==> src/logic/lp_pkg.sv <==
package lp_pkg;

  // ==========================================================
  // Register map (byte addresses)
  // ==========================================================
  localparam logic [7:0] ctrl_off = 8'h00;
  localparam logic [7:0] status_off = 8'h04;
  localparam logic [7:0] cmd_off = 8'h08;
  localparam logic [7:0] err_off = 8'h0c;

  // ==========================================================
  // Control register fields
  // ==========================================================
  localparam int ctrl_ready_bit = 0;
  localparam int ctrl_manual_bit = 1;
  localparam int ctrl_format_bit = 2;
  localparam int ctrl_tape_bit = 3;
  localparam int ctrl_interlace_bit = 4;
  localparam int ctrl_connected_bit = 5;
  localparam logic [31:0] ctrl_reset_val = 32'h0000_0020;

  // ==========================================================
  // Command register fields (write-only strobes)
  // ==========================================================
  localparam int cmd_output_bit = 0;
  localparam int cmd_offline_bit = 1;
  localparam int cmd_term_bit = 2;
  localparam int cmd_endline_bit = 3;

  // ==========================================================
  // Status register fields
  // ==========================================================
  localparam int st_fault_bit = 0;
  localparam int st_offline_bit = 1;
  localparam int st_busy_bit = 2;
  localparam int st_reread_bit = 3;
  localparam int st_wait_bit = 4;

  // ==========================================================
  // Character codes
  // ==========================================================
  localparam logic [5:0] eof_code = 6'h0f;
  localparam logic [5:0] nospace_code = 6'h20;
  localparam logic [2:0] fmt_upspace_tag = 3'h4;
  localparam logic [2:0] fmt_skip_tag = 3'h0;

  localparam logic [1:0] axi_okay = 2'h0;
  localparam logic [1:0] axi_slverr = 2'h2;

  typedef enum {
    st_online,
    st_wait_start,
    st_rec_first,
    st_rec_body,
    st_rec_reread,
    st_hopper_wait,
    st_finish
  } coupler_state_t;

  typedef struct packed {
    logic [5:0] data;
    logic parity_err;
    logic first;
    logic last;
  } src_char_t;

  typedef struct packed {
    logic skip;
    logic [2:0] amount;
  } space_cmd_t;

endpackage : lp_pkg

==> src/logic/err_sticky.sv <==
`timescale 1ns/10ps
module err_sticky
  import lp_pkg::*;
#(
  parameter int width = 3
) (
  // Clock and reset
  input wire logic aclk,
  input wire logic aresetn,
  // Events and clears
  input wire logic [width-1:0] set_in,
  input wire logic clear,
  // State
  output logic [width-1:0] flags
);

  // ==========================================================
  // Sticky flags
  // ==========================================================
  // A set arriving with the clear wins, so no event is lost.
  logic [width-1:0] flags_ff;
  assign flags = flags_ff;

  generate
    for (genvar i = 0; i < width; i++) begin : g_flag
      always_ff @(posedge aclk) begin
        if (!aresetn) begin
          flags_ff[i] <= 1'b0;
        end else if (set_in[i]) begin
          flags_ff[i] <= 1'b1;
        end else if (clear) begin
          flags_ff[i] <= 1'b0;
        end
      end
    end
  endgenerate

endmodule : err_sticky

==> src/logic/line_printer_ctl.sv <==
`timescale 1ns/10ps
// Overview of operation
// - Interlaced output raises terminate-output internally at line end.
// - Hammer-path parity error sets the print fault flag.
// - Buffer parity or rate error sets the buffer error flag.
// - Source parity error sets input fault only while off-line.
// - Off-line characters flow source to printer, channel side untouched.
// - Off-line job is source-paced until end-of-file.
// - Tape parity error sets fault and rereads the record once.
// - Reread error sets fault, ends job, returns on-line.
// - Card validity error sets fault, ends job, returns on-line.
// - An output command while on-line clears the fault flag.
// - Format codes 00-07 skip to channel, 40 no space, 41-47 upspace.
// - Off-line spacing: single upspace or format character.
// - At job end a connected printer returns on-line unless manual.
// - Ready rising after off-line selection starts transfer.
// - Tape record whose first character is octal 17 ends the job.
// - Card end-of-file needs empty hopper and enable on.
// - Empty hopper without enable waits for the reader.
// - Printing waits for upspace end; line data buffers meanwhile.
// - End-of-record pulses only after fetch done and line printed.
// - Format mode takes each record's first character as format.
module line_printer_ctl
  import lp_pkg::*;
(
  // Clock and reset
  input wire logic aclk,
  input wire logic aresetn,
  // AXI4-Lite slave
  input wire logic [7:0] s_axi_awaddr,
  input wire logic s_axi_awvalid,
  output logic s_axi_awready,
  input wire logic [31:0] s_axi_wdata,
  input wire logic [3:0] s_axi_wstrb,
  input wire logic s_axi_wvalid,
  output logic s_axi_wready,
  output logic [1:0] s_axi_bresp,
  output logic s_axi_bvalid,
  input wire logic s_axi_bready,
  input wire logic [7:0] s_axi_araddr,
  input wire logic s_axi_arvalid,
  output logic s_axi_arready,
  output logic [31:0] s_axi_rdata,
  output logic [1:0] s_axi_rresp,
  output logic s_axi_rvalid,
  input wire logic s_axi_rready,
  // Printer mechanism
  input wire logic hammer_parity_err,
  input wire logic buf_parity_err,
  input wire logic rate_err,
  input wire logic upspace_busy,
  input wire logic line_printed,
  input wire logic fetch_done,
  output logic print_start,
  output logic space_valid,
  output space_cmd_t space_cmd,
  output logic terminate_output,
  output logic end_of_record,
  // Off-line source
  input wire logic src_valid,
  input wire src_char_t src_char,
  input wire logic card_hopper_empty,
  input wire logic card_eof_enable,
  input wire logic card_reader_ready,
  input wire logic card_validity_err,
  output logic src_ready,
  output logic src_reread,
  output logic src_offline,
  // Off-line character path to printer buffer
  output logic pr_char_valid,
  output logic [5:0] pr_char,
  output logic pr_line_end
);

  // ==========================================================
  // Synchronisers for mechanism and source pins
  // ==========================================================
  logic [7:0] pin_s1_ff;
  logic [7:0] pin_s2_ff;
  wire logic [7:0] pin_raw = {hammer_parity_err, buf_parity_err, rate_err,
    upspace_busy, card_hopper_empty, card_eof_enable, card_reader_ready,
    card_validity_err};
  always_ff @(posedge aclk) begin
    if (!aresetn) begin
      pin_s1_ff <= 8'h00;
      pin_s2_ff <= 8'h00;
    end else begin
      pin_s1_ff <= pin_raw;
      pin_s2_ff <= pin_s1_ff;
    end
  end
  wire logic hammer_err_s = pin_s2_ff[7];
  wire logic buf_err_s = pin_s2_ff[6] | pin_s2_ff[5];
  wire logic upspace_s = pin_s2_ff[4];
  wire logic hopper_empty_s = pin_s2_ff[3];
  wire logic eof_en_s = pin_s2_ff[2];
  wire logic reader_ready_s = pin_s2_ff[1];
  wire logic validity_err_s = pin_s2_ff[0];

  // ==========================================================
  // AXI4-Lite slave
  // ==========================================================
  // Address and data latch separately, in either order.
  logic aw_held_ff, w_held_ff, bvalid_ff, rvalid_ff;
  logic [7:0] awaddr_ff;
  logic [31:0] wdata_ff;
  logic [31:0] ctrl_ff, rdata_ff;
  logic [1:0] bresp_ff, rresp_ff;

  assign s_axi_awready = !aw_held_ff && !bvalid_ff;
  assign s_axi_wready = !w_held_ff && !bvalid_ff;
  assign s_axi_arready = !rvalid_ff;
  assign s_axi_bvalid = bvalid_ff;
  assign s_axi_bresp = bresp_ff;
  assign s_axi_rvalid = rvalid_ff;
  assign s_axi_rdata = rdata_ff;
  assign s_axi_rresp = rresp_ff;

  wire logic wr_fire = aw_held_ff && w_held_ff && !bvalid_ff;
  wire logic wr_ctrl = wr_fire && awaddr_ff == ctrl_off;
  wire logic wr_cmd = wr_fire && awaddr_ff == cmd_off;
  wire logic wr_known = awaddr_ff == ctrl_off || awaddr_ff == cmd_off ||
    awaddr_ff == status_off || awaddr_ff == err_off;
  logic wstrb_lo;
  wire logic cmd_ok = wr_cmd && wstrb_lo;

  always_ff @(posedge aclk) begin
    if (!aresetn) begin
      aw_held_ff <= 1'b0;
      w_held_ff <= 1'b0;
      awaddr_ff <= 8'h00;
      wdata_ff <= 32'h0000_0000;
      wstrb_lo <= 1'b0;
    end else begin
      if (s_axi_awvalid && s_axi_awready) begin
        aw_held_ff <= 1'b1;
        awaddr_ff <= s_axi_awaddr;
      end else if (wr_fire) begin
        aw_held_ff <= 1'b0;
      end
      if (s_axi_wvalid && s_axi_wready) begin
        w_held_ff <= 1'b1;
        wdata_ff <= s_axi_wdata;
        wstrb_lo <= s_axi_wstrb[0];
      end else if (wr_fire) begin
        w_held_ff <= 1'b0;
      end
    end
  end

  always_ff @(posedge aclk) begin
    if (!aresetn) begin
      bvalid_ff <= 1'b0;
      bresp_ff <= axi_okay;
    end else if (wr_fire) begin
      bvalid_ff <= 1'b1;
      bresp_ff <= wr_known ? axi_okay : axi_slverr;
    end else if (s_axi_bready) begin
      bvalid_ff <= 1'b0;
    end
  end

  always_ff @(posedge aclk) begin
    if (!aresetn) begin
      ctrl_ff <= ctrl_reset_val;
    end else if (wr_ctrl && wstrb_lo) begin
      ctrl_ff <= {26'h0, wdata_ff[5:0]};
    end
  end

  wire logic ready_sw = ctrl_ff[ctrl_ready_bit];
  wire logic manual = ctrl_ff[ctrl_manual_bit];
  wire logic fmt_mode = ctrl_ff[ctrl_format_bit];
  wire logic src_tape = ctrl_ff[ctrl_tape_bit];
  wire logic interlace = ctrl_ff[ctrl_interlace_bit];
  wire logic connected = ctrl_ff[ctrl_connected_bit];
  wire logic cmd_output = cmd_ok && wdata_ff[cmd_output_bit];
  wire logic cmd_offline = cmd_ok && wdata_ff[cmd_offline_bit];
  wire logic cmd_term = cmd_ok && wdata_ff[cmd_term_bit];
  wire logic cmd_endline = cmd_ok && wdata_ff[cmd_endline_bit];

  // ==========================================================
  // Ready toggling and error flags
  // ==========================================================
  logic ready_d_ff;
  always_ff @(posedge aclk) begin
    if (!aresetn) begin
      ready_d_ff <= 1'b0;
    end else begin
      ready_d_ff <= ready_sw;
    end
  end
  wire logic ready_rise = ready_sw && !ready_d_ff;
  wire logic ready_fall = !ready_sw && ready_d_ff;

  coupler_state_t state_ff, nxt_state;
  logic reread_ff, nxt_reread;
  logic fault_set;
  wire logic offline = state_ff != st_online;
  wire logic src_par = src_valid && src_char.parity_err;
  logic [2:0] flags;

  // Clear by output command on-line, or by dropping ready.
  wire logic fault_clr = (cmd_output && !offline) || ready_fall;

  err_sticky #(
    .width(3)
  ) u_err (
    .aclk(aclk),
    .aresetn(aresetn),
    .set_in({offline && src_par, buf_err_s, hammer_err_s | fault_set}),
    .clear(fault_clr),
    .flags(flags)
  );

  // ==========================================================
  // Off-line coupler sequencer
  // ==========================================================
  wire logic src_fire = src_valid && src_ready;
  wire logic fmt_char = fmt_mode && src_char.first;
  wire logic tape_eof = src_tape && src_char.first &&
    src_char.data == eof_code;
  wire logic card_eof = !src_tape && hopper_empty_s && eof_en_s;
  wire logic card_wait = !src_tape && hopper_empty_s && !eof_en_s;

  always_comb begin
    nxt_state = state_ff;
    nxt_reread = reread_ff;
    fault_set = 1'b0;
    unique case (state_ff)
      st_online: begin
        if (cmd_offline) begin
          nxt_state = ready_sw ? st_rec_first : st_wait_start;
        end
        nxt_reread = 1'b0;
      end
      st_wait_start: begin
        if (ready_rise) begin
          nxt_state = st_rec_first;
        end
      end
      st_rec_first, st_rec_body: begin
        if (card_eof) begin
          nxt_state = st_finish;
        end else if (card_wait) begin
          nxt_state = st_hopper_wait;
        end else if (!src_tape && validity_err_s) begin
          fault_set = 1'b1;
          nxt_state = st_finish;
        end else if (src_fire && tape_eof) begin
          nxt_state = st_finish;
        end else if (src_fire && src_tape && src_char.parity_err) begin
          fault_set = 1'b1;
          nxt_state = reread_ff ? st_finish : st_rec_reread;
          nxt_reread = !reread_ff;
        end else if (src_fire && src_char.last) begin
          nxt_state = st_rec_first;
          nxt_reread = 1'b0;
        end else if (src_fire) begin
          nxt_state = st_rec_body;
        end
      end
      st_rec_reread: begin
        nxt_state = st_rec_first;
      end
      st_hopper_wait: begin
        if (card_eof) begin
          nxt_state = st_finish;
        end else if (reader_ready_s && !hopper_empty_s) begin
          nxt_state = st_rec_first;
        end
      end
      st_finish: begin
        if (connected && !manual) begin
          nxt_state = st_online;
        end
      end
    endcase
    if (ready_fall && offline) begin
      nxt_state = st_online;
    end
  end

  always_ff @(posedge aclk) begin
    if (!aresetn) begin
      state_ff <= st_online;
      reread_ff <= 1'b0;
    end else begin
      state_ff <= nxt_state;
      reread_ff <= nxt_reread;
    end
  end

  // ==========================================================
  // Character path and vertical format
  // ==========================================================
  // The source is stalled while an upspace runs so the buffer never
  // takes more than one line ahead of the paper.
  wire logic pass_state = state_ff == st_rec_first ||
    state_ff == st_rec_body;
  assign src_ready = pass_state && !upspace_s;
  assign src_offline = offline;

  logic pr_valid_ff, pr_end_ff, reread_pulse_ff, space_valid_ff;
  logic [5:0] pr_char_ff;
  space_cmd_t space_ff;
  wire logic good_char = src_fire && !src_char.parity_err && !tape_eof;
  wire logic fmt_up = src_char.data[5:3] == fmt_upspace_tag;
  wire logic fmt_skip = src_char.data[5:3] == fmt_skip_tag;
  wire logic space_from_fmt = good_char && fmt_char &&
    src_char.data != nospace_code && (fmt_up || fmt_skip);
  wire logic space_single = good_char && !fmt_mode && src_char.last;

  always_ff @(posedge aclk) begin
    if (!aresetn) begin
      pr_valid_ff <= 1'b0;
      pr_end_ff <= 1'b0;
      pr_char_ff <= 6'h00;
      space_valid_ff <= 1'b0;
      space_ff <= '0;
      reread_pulse_ff <= 1'b0;
    end else begin
      pr_valid_ff <= good_char && !fmt_char;
      pr_end_ff <= good_char && src_char.last;
      pr_char_ff <= src_char.data;
      space_valid_ff <= space_from_fmt || space_single;
      if (space_from_fmt) begin
        space_ff <= '{skip: fmt_skip, amount: src_char.data[2:0]};
      end else if (space_single) begin
        space_ff <= '{skip: 1'b0, amount: 3'h1};
      end
      reread_pulse_ff <= state_ff == st_rec_reread;
    end
  end
  assign pr_char_valid = pr_valid_ff;
  assign pr_char = pr_char_ff;
  assign pr_line_end = pr_end_ff;
  assign space_valid = space_valid_ff;
  assign space_cmd = space_ff;
  assign src_reread = reread_pulse_ff;

  // ==========================================================
  // On-line line completion
  // ==========================================================
  logic line_pend_ff, print_pend_ff, fetch_seen_ff, print_go_ff;
  logic term_ff, eor_ff;
  always_ff @(posedge aclk) begin
    if (!aresetn) begin
      line_pend_ff <= 1'b0;
      print_pend_ff <= 1'b0;
      fetch_seen_ff <= 1'b0;
      print_go_ff <= 1'b0;
      term_ff <= 1'b0;
      eor_ff <= 1'b0;
    end else begin
      term_ff <= (cmd_endline && interlace) || cmd_term;
      print_go_ff <= print_pend_ff && !upspace_s;
      if (print_pend_ff && !upspace_s) begin
        print_pend_ff <= 1'b0;
      end else if (cmd_endline || cmd_term) begin
        print_pend_ff <= 1'b1;
      end
      if (cmd_output && !offline) begin
        line_pend_ff <= 1'b1;
        fetch_seen_ff <= 1'b0;
      end else if (line_pend_ff && fetch_seen_ff && line_printed) begin
        line_pend_ff <= 1'b0;
      end else if (fetch_done) begin
        fetch_seen_ff <= 1'b1;
      end
      eor_ff <= line_pend_ff && fetch_seen_ff && line_printed;
    end
  end
  assign print_start = print_go_ff;
  assign terminate_output = term_ff;
  assign end_of_record = eor_ff;

  // ==========================================================
  // Read path
  // ==========================================================
  wire logic [31:0] status_word = {27'h0, state_ff == st_hopper_wait,
    reread_ff, line_pend_ff, offline, flags[0]};
  wire logic rd_known = s_axi_araddr == ctrl_off ||
    s_axi_araddr == status_off || s_axi_araddr == err_off ||
    s_axi_araddr == cmd_off;
  wire logic [31:0] rd_word = s_axi_araddr == ctrl_off ? ctrl_ff :
    s_axi_araddr == status_off ? status_word :
    s_axi_araddr == err_off ? {29'h0, flags} : 32'h0000_0000;

  always_ff @(posedge aclk) begin
    if (!aresetn) begin
      rvalid_ff <= 1'b0;
      rdata_ff <= 32'h0000_0000;
      rresp_ff <= axi_okay;
    end else if (s_axi_arvalid && s_axi_arready) begin
      rvalid_ff <= 1'b1;
      rdata_ff <= rd_word;
      rresp_ff <= rd_known ? axi_okay : axi_slverr;
    end else if (s_axi_rready) begin
      rvalid_ff <= 1'b0;
    end
  end

endmodule : line_printer_ctl

==> config.mk <==
export PLATFORM = sky130hd
export DESIGN_NAME = line_printer_ctl
export DESIGN_NICKNAME = d
export VERILOG_FILES = /design/src/logic/lp_pkg.sv /design/src/logic/err_sticky.sv /design/src/logic/line_printer_ctl.sv
export SDC_FILE = /design/constraint.sdc
export NUM_CORES = 1
export LEC_CHECK = 0
export ABC_AREA = 1
export BUFFER_PORTS_ARGS = -buffer_cell sky130_fd_sc_hd__buf_4
export CAP_MARGIN = 30
export CORE_MARGIN = 3
export CORE_UTILIZATION = 30
export DETAILED_ROUTE_END_ITERATION = 8
export PLACE_DENSITY = 0.57
export SLEW_MARGIN = 15
export SYNTH_ARGS = -nofsm -noshare
export SYNTH_HDL_FRONTEND = slang
export SYNTH_SLANG_ARGS = --single-unit
==> constraint.sdc <==
create_clock -name aclk -period 3.9 [get_ports aclk]
set_input_delay 0.585 -clock aclk [delete_from_list [all_inputs] [get_ports aclk]]
set_output_delay 0.585 -clock aclk [all_outputs]
set_load 0.02 [all_outputs]
==> metrics.cfg <==
[die]
fp.dieW_um=111
coreArea_mm2=0.0105
overall_die_height_um=111
initial_core_util_pct=31.3
num_io_pins=139
die_area_mm2=0.0122
floorplan.rows=37

[global_routing]
grt_pass1_vias=2702
grt_pass1_wl_um=12600
globalRoute.totalOverflow=0
grt_antenna_before_repair=0
grt_use_total_pct=12.6
pin_count_of_the_biggest_net_entering_global_routing=60

[sta]
final-max-slew-violation-count=0
post_layout_minimum_cycle_time_ns=1.98
worst-slew-pin-transition_ns=0.643
final_hold_viol_count=0
max_clock_freq_mhz=504
finalSetupViolations=0
fin_worst_skew_ns=0.00944
fin_setup_tns_ns=0
setup_repair_after_global_routing_missed_its_margin=no
final.setup.worst_slack_ns=1.92
maxSlewHeadroom_pct=57.1
min_period_over_period_pct=50.8

[synth]
yosysWarnings=0
netlist_area_mm2=0.00329
synth_seq_cells=77
syn-instance-count=443
post_synth_num_cell_types=30
synth_seq_area_share_pct=46.9
syn_area_per_cell_um2=7.42

[clocking]
cts-resized-gates=0
cts.repair_timing.setup_buffer_count=0
clock_pin_slew_of_the_registers_on_the_worst_case_setup_and_hold_paths_ns=0.08
tritoncts=yes
cts.hold.buffers_added=0
cts_made_buffers=9
cts.sinks=77
clockBufferDepth=2
clk-insertion-delay-late_ns=0.34
cts_max_level=3
clockRootBuffer=sky130_fd_sc_hd__clkbuf_8

[placement]
port_buffers=81
pre_cts_slack_ns=1.69
place.detailed.hpwl_um=5810
placed_area_mm2=0.00391
finalWeightedCongestion=0.778

[critical_path]
arrival_ns=1.40
setup.worst_path.start_class=register
setup.worst_path.end_class=primary output
critPathKind=reg -> out
worstPathRequired_ns=3.31
timing.critical_path.fanout_max=8

[detailed_routing]
met2RoutedLength_um=3410
detailedRoute.firstPassIterationCount=4
met1_routed_length_um=3590
drt_iter0_markers=109
post_drt_wl_per_cell_um=11.5
remaining_drc_errors=0
via_count=2834
antenna_violating_nets_post_route=0
per_cell_via_count_in_the_routed_design=4.27
drt_wl_total_um=7620
highest_layer=met4
wl_met3_um=516

[worst_hold_path]
hp-class=reg -> reg

[status]
run_status=complete, no violations

[layout]
finish.utilization_pct=39.3
post-route-cell-area_mm2=0.00413
antenna_cells_inserted=0
drive_above_1_share_pct=22.7
area.sequential_mm2=0.00154
area_occupied_by_multi_input_gates_mm2=0.00133
layout_commonest_cell=sky130_fd_sc_hd__nand2_1
finish.net_count=602
area.growth.synth_to_final_pct=25.7
layout_common_cells=82 x sky130_fd_sc_hd__nand2_1, 81 x sky130_fd_sc_hd__buf_4, 77 x sky130_fd_sc_hd__dfxtp_1
filler_cells=1106

[power_and_ir_drop]
max-vdd-ir-drop_uv=169
power.leakage_nw=2.09
p_per_area_mw_per_mm2=468

[job]
timing.max_cap.violations=0

[metal layers]
layer | global-route usage, % | vias up
li1 | - | 1488
met1 | 16.7 | 1243
met2 | 19.5 | 94
met3 | 3.33 | 9
met4 | 4.68 | 0
met5 | 0 | -
[cell families (layout without fill, tap and decap cells)]
family / Yosys count / after routing / share of synthesized area [%]
other: 1 / 28 / 0.114
AOI/OAI and AO/OA: 79 / 79 / 13.3
muxes: 1 / 1 / 0.305
DFF: 77 / 77 / 46.9
and+or+nand+nor: 177 / 177 / 23.6
buffers and inverters: 108 / 166 / 15.8
[critical path, stage by stage (launching register included)]
cell	delay, ns
sky130_fd_sc_hd__dfxtp_1	0.51
sky130_fd_sc_hd__nor2_1	0.11
sky130_fd_sc_hd__nand2_1	0.23
sky130_fd_sc_hd__buf_4	0.20
[power breakdown]
group	internal (W)	switching (W)	leakage, nW
logic	0.000148	0.000246	1.34
clock network	0.000377	0.000292	0.112
registers	0.000834	0.0000371	0.632
total	0.00136	0.000575	2.09
[state kept, by name (all words and copies together) (netlist names), 4 cells and up]
signal,cells
wdata_ff,6
ctrl_ff,6
awaddr_ff,8
space_cmd,4
pin_s2_ff,8
pin_s1_ff,8
pr_char,6
s_axi_rdata,6
[stage by stage]
stage	instances	power [W]	hold slack (ns)
finish	664	0.00193	0.413
global route	664	0.00204	0.415
CTS	664	0.00195	0.404
detailed placement	648	0.00128	0.395
global placement	648	0.00128	0.396
floorplan	470	0.00118	0.390
[synthesized netlist by cell type (all sizes together)]
| master | number | area share, % |
|---|---|---|
| nor2 | 63 | 8.1 |
| nand3 | 21 | 3.5 |
| nor4 | 1 | 0.19 |
| a211oi | 1 | 0.38 |
| conb | 1 | 0.11 |
| nor3 | 2 | 0.30 |
| clkbuf | 9 | 1.0 |
| o21a | 1 | 0.23 |
| nand2 | 86 | 10 |
| a21oi | 28 | 4.5 |
| o21ai | 39 | 5.9 |
| inv | 69 | 7.9 |
| dfxtp | 77 | 47 |
| o211ai | 5 | 1.1 |
| nand3b | 1 | 0.61 |
| buf | 30 | 6.9 |
| mux2i | 1 | 0.30 |
| o21bai | 1 | 0.34 |
| a31oi | 4 | 0.76 |
| nand4 | 3 | 0.57 |
[cell type report]
cell class	instances	area share, %
timing repair buffer	81	14.7
multi-input combinational	285	32.1
clock buffer	10	3.33
sequential	77	37.3
inverter	69	6.27
clock inverter	6	2.09
tap	136	4.12
[final timing paths]
path                startpoint        endpoint  slack (ns)  cells after the start
setup / recovery   state_ff[1]     src_offline        1.92                      3
hold / removal    pin_s1_ff[5]    pin_s2_ff[5]        0.41                      2
setup reg to reg   state_ff[1]  u_err.flags[0]        2.32                      9
hold reg to reg   pin_s1_ff[5]    pin_s2_ff[5]        0.41                      2
Power figures use the tool's default switching activity.
